`src/lcd_cmd_consts.vh`:
```
// Opcodes, reset values and bounds for the window and trim command block
`ifndef LCD_CMD_CONSTS_VH
`define LCD_CMD_CONSTS_VH
`define OP_BIAS_MASK 8'hfc
`define OP_BIAS 8'he8
`define OP_COM_END 8'hf1
`define OP_WIN_COL_START 8'hf4
`define OP_WIN_ROW_START 8'hf5
`define OP_WIN_COL_END 8'hf6
`define OP_WIN_ROW_END 8'hf7
`define OP_WIN_MODE_MASK 8'hfe
`define OP_WIN_MODE 8'hf8
`define OP_TRIM_CTRL 8'hb8
`define OP_TRIM_MASK 8'hb9
`define OP_DISP_EN_MASK 8'hf8
`define OP_DISP_EN 8'ha8
`define OP_MAP_MASK 8'hf8
`define OP_MAP 8'hc0
`define TRIM_EN_BIT 3
`define TRIM_VALID_BIT 4
`define TRIM_OP_IDLE 3'h0
`define TRIM_OP_READ 3'h1
`define TRIM_OP_ERASE 3'h2
`define TRIM_OP_PROGRAM 3'h3
`define COL_MAX 7'h7f
`define ROW_MAX 8'h9f
`define RST_BIAS 2'h0
`define RST_COM_END 8'h9f
`define RST_PART_START 8'h00
`define RST_PART_END 8'h9f
`define RST_WIN_COL_END 7'h7f
`define RST_WIN_ROW_END 8'h9f
`define RST_MUX_RATE 9'h0a0
`endif

```
`src/lcd_window_cmd.v`:
```
// Command decoder for bias, COM range, program window and trim control
//
// Summary of operation
// - Bias command loads two-bit ratio select
// - COM end second byte sets last index
// - Partial start and end pick active COMs
// - Indices zero-based, never change RAM row mapping
// - Partial mux rate from start, end, fixed rows
// - Four two-byte commands load window bounds
// - Inside mode wraps pointers at window bounds
// - Outside mode wraps over full RAM map
// - Outside mode drops writes inside window
// - Boundary step chooses advancing next line
// - Row direction reverse flips row stepping
// - Order bit picks row or column first
// - Mirror maps columns to 127 minus address
// - Mode change keeps pointers, host reloads
// - Trim control low bits select operation
// - Trim enable clears when operation completes
// - Trim memory ignored while valid is low
// - Display on and trim enable exclusive
// - Mask ones program trim bits to one
// - Mask command: seven mask, two id bits
// - Shared opcodes act as trim when enabled
// - Icon show gates fixed rows in partial
`timescale 1ns/1ps
module lcd_window_cmd #(
  parameter [7:0] OP_PART_START = 8'hf2,
  parameter [7:0] OP_PART_END = 8'hf3
) (
  input wire CLK,
  input wire RST_N,
  input wire CE,
  input wire HOST_WR,
  input wire HOST_CD,
  input wire [7:0] HOST_DATA,
  input wire PTR_LOAD,
  input wire [6:0] PTR_COL,
  input wire [7:0] PTR_ROW,
  input wire PARTIAL_MODE,
  input wire [3:0] FIXED_TOP,
  input wire [3:0] FIXED_BOTTOM,
  input wire ADDR_ORDER,
  input wire ROW_REVERSE,
  input wire BOUNDARY_STEP,
  input wire TRIM_DONE,
  input wire [6:0] TRIM_MEM,
  output reg [1:0] BIAS_RATIO,
  output reg [7:0] COM_END,
  output reg [7:0] PART_START,
  output reg [7:0] PART_END,
  output reg [8:0] MUX_RATE,
  output reg WINDOW_MODE,
  output reg DISPLAY_ON,
  output reg COLUMN_MIRROR,
  output reg ICON_SHOW,
  output reg RAM_WE,
  output reg [6:0] RAM_COL,
  output reg [7:0] RAM_ROW,
  output reg [7:0] RAM_DATA,
  output reg [6:0] COL_PTR,
  output reg [7:0] ROW_PTR,
  output reg TRIM_EN,
  output reg [2:0] TRIM_OP,
  output reg TRIM_VALID,
  output reg [6:0] TRIM_PROG,
  output reg [6:0] TRIM_MASK,
  output reg [1:0] TRIM_ID_MASK,
  output reg [6:0] TRIM_VALUE,
  output reg [7:0] TRIM_POT1,
  output reg [7:0] TRIM_POT2,
  output reg [7:0] TRIM_WTIMER,
  output reg [7:0] TRIM_RTIMER
);
`include "lcd_cmd_consts.vh"
  localparam [1:0] ST_OP = 2'd0;
  localparam [1:0] ST_P1 = 2'd1;
  localparam [1:0] ST_P2 = 2'd2;

  reg [1:0] state;
  reg [7:0] opcode;
  reg [6:0] win_col_start;
  reg [6:0] win_col_end;
  reg [7:0] win_row_start;
  reg [7:0] win_row_end;
  wire [6:0] next_col;
  wire [7:0] next_row;
  wire cmd_wr;
  wire data_wr;
  wire in_window;
  wire trim_done_clear;
  wire [8:0] next_mux;
  wire [8:0] fixed_sum;

  // Opcodes that take parameter bytes
  function has_param;
    input [7:0] op;
    begin
      has_param = (op == `OP_COM_END) || (op == `OP_TRIM_CTRL) ||
        (op == `OP_TRIM_MASK) || (op == OP_PART_START) ||
        (op == OP_PART_END) || (op == `OP_WIN_COL_START) ||
        (op == `OP_WIN_ROW_START) || (op == `OP_WIN_COL_END) ||
        (op == `OP_WIN_ROW_END);
    end
  endfunction

  function op_match;
    input [7:0] data;
    input [7:0] mask;
    input [7:0] op;
    begin
      op_match = ((data & mask) == op);
    end
  endfunction

  assign cmd_wr = CE && HOST_WR && !HOST_CD;
  assign data_wr = CE && HOST_WR && HOST_CD;
  // Window hit uses the logical pointer, before mirroring
  assign in_window = (COL_PTR >= win_col_start) &&
    (COL_PTR <= win_col_end) && (ROW_PTR >= win_row_start) &&
    (ROW_PTR <= win_row_end);
  assign fixed_sum = {4'h0, FIXED_TOP} + {4'h0, FIXED_BOTTOM};
  // Partial mux: start minus end plus one, plus doubled fixed rows while icons show
  assign next_mux = PARTIAL_MODE ?
    ({1'b0, PART_START} - {1'b0, PART_END} + 9'h001 +
    (ICON_SHOW ? {fixed_sum[7:0], 1'b0} : 9'h000)) :
    ({1'b0, COM_END} + 9'h001);
  assign trim_done_clear = CE && TRIM_DONE;

  window_addr_step u_step (
    .col(COL_PTR),
    .row(ROW_PTR),
    .win_col_start(win_col_start),
    .win_col_end(win_col_end),
    .win_row_start(win_row_start),
    .win_row_end(win_row_end),
    .outside_mode(WINDOW_MODE),
    .vertical_order(ADDR_ORDER),
    .row_direction_reverse(ROW_REVERSE),
    .boundary_step_select(BOUNDARY_STEP),
    .next_col(next_col),
    .next_row(next_row)
  );

  // Command and parameter decoding
  always @(posedge CLK or negedge RST_N) begin
    if (!RST_N) begin
      state <= ST_OP;
      opcode <= 8'h00;
      BIAS_RATIO <= `RST_BIAS;
      COM_END <= `RST_COM_END;
      PART_START <= `RST_PART_START;
      PART_END <= `RST_PART_END;
      win_col_start <= 7'h00;
      win_row_start <= 8'h00;
      win_col_end <= `RST_WIN_COL_END;
      win_row_end <= `RST_WIN_ROW_END;
      WINDOW_MODE <= 1'b0;
      DISPLAY_ON <= 1'b0;
      COLUMN_MIRROR <= 1'b0;
      ICON_SHOW <= 1'b0;
      TRIM_EN <= 1'b0;
      TRIM_OP <= `TRIM_OP_IDLE;
      TRIM_VALID <= 1'b0;
      TRIM_MASK <= 7'h00;
      TRIM_ID_MASK <= 2'h0;
      TRIM_POT1 <= 8'h00;
      TRIM_POT2 <= 8'h00;
      TRIM_WTIMER <= 8'h00;
      TRIM_RTIMER <= 8'h00;
    end else if (CE) begin
      // Completion clears enable; a new enabling write below wins
      if (trim_done_clear) begin
        TRIM_EN <= 1'b0;
      end
      if (data_wr) begin
        state <= ST_OP;
      end else if (cmd_wr) begin
        case (state)
          ST_OP: begin
            opcode <= HOST_DATA;
            if (has_param(HOST_DATA)) begin
              state <= ST_P1;
            end
            if (op_match(HOST_DATA, `OP_BIAS_MASK, `OP_BIAS)) begin
              BIAS_RATIO <= HOST_DATA[1:0];
            end
            if (op_match(HOST_DATA, `OP_WIN_MODE_MASK, `OP_WIN_MODE)) begin
              WINDOW_MODE <= HOST_DATA[0];
            end
            if (op_match(HOST_DATA, `OP_DISP_EN_MASK, `OP_DISP_EN)) begin
              // Display cannot turn on while trimming is enabled
              DISPLAY_ON <= HOST_DATA[0] && !TRIM_EN;
            end
            if (op_match(HOST_DATA, `OP_MAP_MASK, `OP_MAP)) begin
              COLUMN_MIRROR <= HOST_DATA[1];
              ICON_SHOW <= HOST_DATA[0];
            end
          end
          ST_P1: begin
            state <= ST_OP;
            if (opcode == `OP_COM_END) begin
              COM_END <= HOST_DATA;
            end
            if (opcode == OP_PART_START) begin
              PART_START <= HOST_DATA;
            end
            if (opcode == OP_PART_END) begin
              PART_END <= HOST_DATA;
            end
            if (opcode == `OP_TRIM_CTRL) begin
              TRIM_OP <= HOST_DATA[2:0];
              TRIM_VALID <= HOST_DATA[`TRIM_VALID_BIT];
              // Trimming cannot start while the display is on
              TRIM_EN <= HOST_DATA[`TRIM_EN_BIT] && !DISPLAY_ON;
            end
            if (opcode == `OP_TRIM_MASK) begin
              if (TRIM_EN) begin
                TRIM_MASK <= HOST_DATA[6:0];
              end
              state <= ST_P2;
            end
            if (TRIM_EN) begin
              // Shared opcodes carry trim pots and timers
              if (opcode == `OP_WIN_COL_START) begin
                TRIM_POT1 <= HOST_DATA;
              end
              if (opcode == `OP_WIN_ROW_START) begin
                TRIM_POT2 <= HOST_DATA;
              end
              if (opcode == `OP_WIN_COL_END) begin
                TRIM_WTIMER <= HOST_DATA;
              end
              if (opcode == `OP_WIN_ROW_END) begin
                TRIM_RTIMER <= HOST_DATA;
              end
            end else begin
              if (opcode == `OP_WIN_COL_START) begin
                win_col_start <= HOST_DATA[6:0];
              end
              if (opcode == `OP_WIN_ROW_START) begin
                win_row_start <= HOST_DATA;
              end
              if (opcode == `OP_WIN_COL_END) begin
                win_col_end <= HOST_DATA[6:0];
              end
              if (opcode == `OP_WIN_ROW_END) begin
                win_row_end <= HOST_DATA;
              end
            end
          end
          ST_P2: begin
            // Third byte of the mask command
            state <= ST_OP;
            if (TRIM_EN) begin
              TRIM_ID_MASK <= HOST_DATA[1:0];
            end
          end
          default: begin
            state <= ST_OP;
          end
        endcase
      end
    end
  end

  // Pointer, RAM write and derived outputs
  always @(posedge CLK or negedge RST_N) begin
    if (!RST_N) begin
      COL_PTR <= 7'h00;
      ROW_PTR <= 8'h00;
      RAM_WE <= 1'b0;
      RAM_COL <= 7'h00;
      RAM_ROW <= 8'h00;
      RAM_DATA <= 8'h00;
      MUX_RATE <= `RST_MUX_RATE;
      TRIM_PROG <= 7'h00;
      TRIM_VALUE <= 7'h00;
    end else if (CE) begin
      MUX_RATE <= next_mux;
      TRIM_VALUE <= TRIM_VALID ? TRIM_MEM : 7'h00;
      TRIM_PROG <= (TRIM_EN && TRIM_OP == `TRIM_OP_PROGRAM) ?
        TRIM_MASK : 7'h00;
      RAM_WE <= 1'b0;
      // A pointer load wins over the data advance
      if (PTR_LOAD) begin
        COL_PTR <= PTR_COL;
        ROW_PTR <= PTR_ROW;
      end else if (data_wr) begin
        COL_PTR <= next_col;
        ROW_PTR <= next_row;
      end
      if (data_wr) begin
        // Outside mode keeps the window's contents untouched
        RAM_WE <= !(WINDOW_MODE && in_window);
        RAM_COL <= COLUMN_MIRROR ? (`COL_MAX - COL_PTR) : COL_PTR;
        RAM_ROW <= ROW_PTR;
        RAM_DATA <= HOST_DATA;
      end
    end
  end
endmodule

```
`src/window_addr_step.v`:
```
// Next column and row pointer for one data write
`timescale 1ns/1ps
module window_addr_step (
  input wire [6:0] col,
  input wire [7:0] row,
  input wire [6:0] win_col_start,
  input wire [6:0] win_col_end,
  input wire [7:0] win_row_start,
  input wire [7:0] win_row_end,
  input wire outside_mode,
  input wire vertical_order,
  input wire row_direction_reverse,
  input wire boundary_step_select,
  output reg [6:0] next_col,
  output reg [7:0] next_row
);
`include "lcd_cmd_consts.vh"
  reg [6:0] col_lo;
  reg [6:0] col_hi;
  reg [7:0] row_lo;
  reg [7:0] row_hi;
  reg col_at_end;
  reg row_at_end;
  reg [6:0] col_step;
  reg [7:0] row_step;
  reg [6:0] col_wrap;
  reg [7:0] row_wrap;
  always @* begin
    // Bounds follow the window in inside mode, the full map otherwise
    col_lo = outside_mode ? 7'h00 : win_col_start;
    col_hi = outside_mode ? `COL_MAX : win_col_end;
    row_lo = outside_mode ? 8'h00 : win_row_start;
    row_hi = outside_mode ? `ROW_MAX : win_row_end;
    col_at_end = (col == col_hi);
    col_wrap = col_lo;
    col_step = col_at_end ? col_wrap : col + 7'h01;
    // Rows run toward the end bound, or back toward the start
    if (row_direction_reverse) begin
      row_at_end = (row == row_lo);
      row_wrap = row_hi;
      row_step = row_at_end ? row_wrap : row - 8'h01;
    end else begin
      row_at_end = (row == row_hi);
      row_wrap = row_lo;
      row_step = row_at_end ? row_wrap : row + 8'h01;
    end
    next_col = col;
    next_row = row;
    if (vertical_order) begin
      next_row = row_step;
      if (row_at_end && boundary_step_select) begin
        next_col = col_step;
      end
    end else begin
      next_col = col_step;
      if (col_at_end && boundary_step_select) begin
        next_row = row_step;
      end
    end
  end
endmodule

```
`config.mk`:
```
export PLATFORM = sky130hd
export DESIGN_NAME = lcd_window_cmd
export DESIGN_NICKNAME = d
export VERILOG_FILES = /design/src/lcd_window_cmd.v /design/src/window_addr_step.v
export VERILOG_INCLUDE_DIRS = /design/src /design/src/src
export SDC_FILE = /design/constraint.sdc
export NUM_CORES = 1
export LEC_CHECK = 0
export BUFFER_PORTS_ARGS = -buffer_cell sky130_fd_sc_hd__buf_2
export CAP_MARGIN = 20
export CORE_ASPECT_RATIO = 0.75
export CORE_MARGIN = 5
export CORE_UTILIZATION = 60
export DETAILED_ROUTE_END_ITERATION = 12
export HOLD_SLACK_MARGIN = 0.05
export PLACE_DENSITY = 0.85
export SKIP_CTS_REPAIR_TIMING = 1
export SLEW_MARGIN = 10
export SYNTH_ARGS = -nofsm -noshare
export SYNTH_HDL_FRONTEND = slang
export SYNTH_SLANG_ARGS = --single-unit
export TNS_END_PERCENT = 10
```
`constraint.sdc`:
```
create_clock -name CLK -period 4.2 [get_ports CLK]
set_clock_uncertainty 0.1 [all_clocks]
set_input_delay 0.63 -clock CLK [delete_from_list [all_inputs] [get_ports CLK]]
set_output_delay 0.63 -clock CLK [all_outputs]
set_load 0.02 [all_outputs]
```
==> flow_summary_export.csv, run 1 <==
group,metric,value,unit
outcome,status,"finished clean",
clocking,clkLatencyLatePin,0.43,ns
synthesis,synth.most_common_cell,"dfrtp_1",
setup_path,slowest_stage,"fa_1",
sta,drv_slew,0,
global_route,grt_pass1_vias,8068,
sta,finalSetupTns,0,ns
power_and_ir_drop,finalPower,4.789,mW
clocking,clk_pin_slew,0.07,ns
finish,fin_util,72.28,%
floorplanning,pin_count,187,
synthesis,synth_cell_types,68,
clocking,cts_tree,"done",
synthesis,avgSynthCellArea,10.20,um^2
detailed_routing,via_count,8183,
setup_path,worstPathMaxFanout,3,
finish,syn2layout_area_growth,16.81,%
detailed_routing,drt-initial-drc-count,619,
global_route,grt_max_degree,101,
setup_path,slowest_delay,0.49,ns
detailed_routing,wl_per_cell,19.71,um
place,dp_hpwl,18780,um
detailed_routing,dr.pass1.iters,5,
synthesis,async_reset_ff_share,100.0,%
power_and_ir_drop,cellLeakagePower,5.769,nW
synthesis,synth_top_cell_by_area,"dfrtp_1",
sta,period_minus_slack,3.625,ns
floorplanning,die_area,19380,um^2
synthesis,synthTopCellsByArea,"dfrtp_1 (38%), mux2_2 (12%), dfstp_2 (7.1%)",
synthesis,synthesis.area,10000,um^2
setup_path,cp_top_family,"adder cells",
synthesis,synth_edf_count,0,
global_route,grt_pass1_wl,42810,um
finish,drive_gt1_share,32.67,%
synthesis,syn_nets,1085,
synthesis,seq_area_frac_synth,44.87,%
setup_path,path_cells,"buf_2 > ha_1 > fa_1 > nand2_1 > fa_1 > inv_1 > ha_1 > nor2b_1 > o21ai_0 > a21boi_0 > o21ai_0 > a21oi_1 > nand4_1 > or3b_2",
detailed_routing,wl,26760,um
global_route,grtUsageTotal,27.31,%
synthesis,synth-warning-count,0,
sta,rsz0062_at_grt,"false",
setup_path,endpoint_kind,"flop",
sta,layout_setup_ws,0.5745,ns
detailed_routing,detail-route-antenna-nets,0,
run,drv_cap,0,
setup_path,worst-path-buf-inv,2,
finish,insertedDiodeCount,0,
place,gp_congestion,0.9494,
floorplanning,dieHeight,121.8,um
sta,slew_headroom,39.27,%
synthesis,synth_top_area_share,37.77,%
global_route,antenna_found_initial,0,
floorplanning,rows,40,
synthesis,ys_seq_elements,178,
clocking,root_buffer,"clkbuf_16",
synthesis,synth_common_cells,"dfrtp_1 (151), mux2_2 (111), nand2_1 (96)",
sta,max_freq,275.8,MHz
floorplanning,die_w,159.1,um
setup_path,critPathLaunchType,"primary input",
global_route,grt-ovfl-total,0,
sta,finalSetupViolCount,0,
sta,post-route-period-util,86.32,%
detailed_routing,drcViolationCount,0,
power_and_ir_drop,ir_worst_vdd,0.3264,mV
sta,worstMarginPinSlew,0.9109,ns
clocking,cts_sinks,178,
clocking,cts_buffers,17,
hold_path,hold_path_class,"primary input to async pin",
setup_path,arrival,3.83,ns
synthesis,netlist_instances,981,
clocking,cts_max_level,4,
sta,hold_viol_final,0,
floorplanning,core-area,16170,um^2
power_and_ir_drop,p_per_area,409.9,nW/um^2
place,portBuffers,186,
finish,final_nets,1239,
detailed_routing,vias_per_cell,6.026,
place,pre_cts_ws,0.1960,ns
clocking,clock_path_buffers,2,
floorplanning,initial_core_util,61.88,%
synthesis,synth_top_flop_cell,"dfrtp_1",
setup_path,critical_path_class,"primary input to flop",
setup_path,cp_data_required_time,4.41,ns
-- placed cells by master (no fill, tap or decap), types with 32 or more instances in the layout --
| cell type | instances |
|---|---|
| a21oi_1 | 39 |
| buf_2 | 185 |
| dfrtp_1 | 151 |
| ha_1 | 49 |
| inv_1 | 63 |
| mux2_2 | 111 |
| nand2_1 | 96 |
| nor2_1 | 60 |
| o21ai_0 | 53 |
| xnor2_1 | 32 |
-- logic make-up after synthesis --
family / share of synthesized area [%]
XOR/XNOR: 4.028
AND/OR/NAND/NOR: 13.27
flip-flops: 44.87
adder cells (fa/ha/maj): 7.330
AO/OA/AOI/OAI: 11.09
buffers and inverters: 5.103
multiplexers: 14.31
-- layer usage --
metal,wire [um],up-vias,GRT usage [%]
met4,573,0,8.631
met3,2120,62,7.034
met1,12000,4056,38.65
met2,12070,317,41.65
met5,0,-,0
li1,-,3748,-
-- report_power, final --
| part | switching [mW] | internal (mW) |
|---|---|---|
| sequential | 0.195 | 1.84 |
| clock | 0.709 | 1.03 |
| combinational | 0.596 | 0.423 |
-- sequential cells by signal, indices dropped and copies added (netlist names), 3 cells and up --
signal and flops:
RAM_DATA 8, ROW_PTR 8, TRIM_POT2 8, win_col_start 7
TRIM_OP 3, COL_PTR 7, win_row_end 8, TRIM_RTIMER 8
MUX_RATE 9, TRIM_VALUE 7, PART_END 8, TRIM_PROG 7
win_row_start 8, opcode 8, RAM_ROW 8, TRIM_POT1 8
TRIM_MASK 7, COM_END 8, TRIM_WTIMER 8, win_col_end 7
PART_START 8, RAM_COL 7
-- worst reg2reg max path, cell delays in order, from the launching register on --
cell and delay, ns:
dfrtp_1 0.65, buf_4 0.31, nand2b_1 0.16, or4_1 0.41, a32oi_1 0.29, nand2_1 0.13, mux2_2 0.34, o32ai_4 0.41
mux2_2 0.39
-- final timing paths --
check | start | to | slack [ns] | cells past startpoint
min in group CLK | TRIM_MEM[2] | TRIM_VALUE[2] | 0.32 | 2
setup reg to reg | WINDOW_MODE | COL_PTR[5] | 0.90 | 8
hold reg to reg | RAM_ROW[4] | RAM_ROW[4] | 0.37 | 2
hold / removal | RST_N | win_row_start[0] | 0.18 | 1
setup / recovery | FIXED_TOP[0] | MUX_RATE[8] | 0.57 | 14
max in group asynchronous | RST_N | win_col_end[1] | 2.91 | 2
-- metrics by stage --
stage / hold WS (ns) / cells / area [um^2]
3_3_place_gp: 0.3546 / 1326 / 11040
2_1_floorplan: 0.2344 / 981 / 10000
3_5_place_dp: 0.3598 / 1326 / 11040
4_1_cts: 0.2320 / 1358 / 11690
5_1_grt: 0.2721 / 1358 / 11690
6_report: 0.1790 / 1358 / 11690
-- cell type report --
cell class	count	area, um^2
clock buffer	19	442.9
multi-input combinational	674	5005
clock inverter	13	198.9
timing repair buffer	198	1040
fill	1196	4481
tap	210	262.8
sequential	178	4488
inverter	66	247.7
Power figures use the tool's default switching activity.
==> inputs of run 2 (changes only) <==
--- a/config.mk
+++ b/config.mk
@@ -13,10 +13,9 @@
 export CORE_UTILIZATION = 60
 export DETAILED_ROUTE_END_ITERATION = 12
 export HOLD_SLACK_MARGIN = 0.05
-export PLACE_DENSITY = 0.85
+export PLACE_DENSITY = 0.95
 export SKIP_CTS_REPAIR_TIMING = 1
 export SLEW_MARGIN = 10
 export SYNTH_ARGS = -nofsm -noshare
 export SYNTH_HDL_FRONTEND = slang
 export SYNTH_SLANG_ARGS = --single-unit
-export TNS_END_PERCENT = 10
==> run 2 against run 1 <==
Combinational power is essentially flat. Non-clock buffer count is the same. Global-route usage grew 0.22 points. Die area is the same. Critical path depth is the same. First-iteration DRC count grew 15%. Critical path type unchanged.
==> flow_summary_export.csv, run 2 (same netlist as run 1, synthesis figures left out) <==
group,metric,value,unit
outcome,status,"finished clean",
setup_path,critPathLaunchType,"primary input",
finish,n_fill_cell,1142,
global_route,grt_max_degree,104,
finish,multiInputGateArea,5005,um^2
sta,slew_headroom,47.29,%
setup_path,crit_start,"FIXED_TOP[0]",
place,dp_hpwl,18960,um
finish,layout_common_cells,"buf_2 (185), dfrtp_1 (151), mux2_2 (111)",
setup_path,r2r_cells,9,
place,dpl_cell_area,11040,um^2
clocking,cts_max_level,4,
setup_path,endpoint,"MUX_RATE[8]",
sta,finalSetupViolCount,0,
finish,fin_util,72.09,%
clocking,root_buffer,"clkbuf_16",
setup_path,slowest_delay,0.50,ns
setup_path,r2r-end,"COL_PTR[1]",
power_and_ir_drop,ir_worst_vdd,0.3340,mV
setup_path,cp_data_required_time,4.41,ns
finish,final_nets,1239,
global_route,grt_pass1_vias,8302,
clocking,cts_buffers,17,
sta,post-route-period-util,87.57,%
floorplanning,die_w,159.1,um
finish,syn2layout_area_growth,16.50,%
setup_path,arrival,3.89,ns
clocking,clock_path_buffers,2,
finish,regMostFlops,"MUX_RATE",
clocking,clk_pin_slew,0.07,ns
hold_path,hold_path_class,"primary input to async pin",
global_route,antenna_found_initial,0,
setup_path,critical_path_depth,14,
detailed_routing,wl,26780,um
setup_path,critical_path_class,"primary input to flop",
setup_path,r2r_start,"WINDOW_MODE",
run,drv_cap,0,
finish,insertedDiodeCount,0,
sta,period_minus_slack,3.678,ns
sta,worstMarginPinSlew,0.7877,ns
global_route,grt_pass1_wl,43320,um
setup_path,endpoint_kind,"flop",
setup_path,worst-path-buf-inv,2,
sta,max_freq,271.9,MHz
finish,layout_commonest_cell,"buf_2",
detailed_routing,vias_per_cell,6.048,
detailed_routing,drcViolationCount,0,
sta,rsz0062_at_grt,"false",
detailed_routing,via_count,8213,
detailed_routing,detail-route-antenna-nets,0,
setup_path,worstPathMaxFanout,3,
floorplanning,rows,40,
detailed_routing,wl_per_cell,19.72,um
finish,drive_gt1_share,32.58,%
place,gp_congestion,0.9311,
setup_path,cp_top_family,"adder cells",
clocking,clkLatencyLatePin,0.44,ns
clocking,cts_tree,"done",
clocking,cts_sinks,178,
finish,ff_latch_area,4488,um^2
finish,fin_area,11650,um^2
sta,layout_setup_ws,0.5220,ns
place,portBuffers,186,
sta,drv_slew,0,
detailed_routing,drt-initial-drc-count,713,
floorplanning,die_area,19380,um^2
detailed_routing,dr.pass1.iters,5,
global_route,grt-ovfl-total,0,
floorplanning,initial_core_util,61.88,%
global_route,grtUsageTotal,27.54,%
floorplanning,dieHeight,121.8,um
power_and_ir_drop,p_per_area,405.8,nW/um^2
power_and_ir_drop,cellLeakagePower,5.755,nW
setup_path,regToRegSetupSlack,0.90,ns
floorplanning,core-area,16170,um^2
setup_path,slowest_stage,"fa_1",
floorplanning,pin_count,187,
setup_path,path_cells,"buf_2 > ha_1 > fa_1 > nand2_1 > fa_1 > inv_1 > ha_1 > nor2b_1 > o21ai_0 > a21boi_0 > o21ai_0 > a21oi_1 > nand4_1 > or3b_2",
sta,hold_viol_final,0,
place,pre_cts_ws,0.1332,ns
sta,finalSetupTns,0,ns
finish,largest_reg_flops,9,
## run 2: cell count changes in the layout (fill, tap and decap cells not counted)
cell	change
bufinv_16	-1
clkbuf_1	+1
clkbuf_8	-1
inv_6	-1
clkinv_4	+2
## run 2: stage by stage
step | std cells | total power, mW | hold WS [ns]
3_3_place_gp | 1326 | 3.009 | 0.3556
4_1_cts | 1358 | 4.735 | 0.1244
3_5_place_dp | 1326 | 3.069 | 0.3592
5_1_grt | 1358 | 4.937 | 0.1536
2_1_floorplan | 981 | 2.726 | 0.2344
6_report | 1358 | 4.729 | 0.08149
## run 2: cell type report
cell class	instances	area share, %
Multi-Input combinational cell	674	42.95
Sequential cell	178	38.51
Timing Repair Buffer	198	8.922
Clock buffer	19	3.715
Tap cell	210	2.255
Inverter	66	2.126
Clock inverter	13	1.525
## run 2: power breakdown
group / internal [mW] / leakage, nW / switching, mW
Combinational: 0.421 / 3.22 / 0.585
Clock: 0.950 / 0.291 / 0.723
Sequential: 1.84 / 2.24 / 0.211
Total: 3.21 / 5.75 / 1.52
## run 2: worst reg2reg max path, cell delays in order, from the launching register on
cell,delay [ns]
dfrtp_1,0.55
buf_4,0.32
inv_1,0.30
buf_4,0.21
nand4_1,0.10
a32oi_1,0.36
nand2_1,0.12
mux2_2,0.33
o32ai_4,0.40
mux2_2,0.39
## run 2: worst min-delay path by stage
stage          depth (start not counted)             to  slack, ns   startpoint
6_report                               1     ROW_PTR[3]       0.08        RST_N
5_1_grt                                1     ROW_PTR[3]       0.15        RST_N
4_1_cts                                1     ROW_PTR[3]       0.12        RST_N
3_5_place_dp                           2    RAM_DATA[1]       0.36  RAM_DATA[1]
3_3_place_gp                           2    RAM_DATA[1]       0.36  RAM_DATA[1]
2_1_floorplan                          0  BIAS_RATIO[0]       0.23        RST_N
## run 2: layer usage
| metal | share of wire (%) | routed length [um] | GRT usage (%) | vias up |
|---|---|---|---|---|
| met5 | 0 | 0 | 0 | - |
| met4 | 1.4 | 374 | 7.565 | 0 |
| met3 | 8.3 | 2214 | 7.034 | 40 |
| met2 | 47 | 12640 | 44.47 | 374 |
| met1 | 43 | 11550 | 37.42 | 4068 |
| li1 | - | - | - | 3731 |
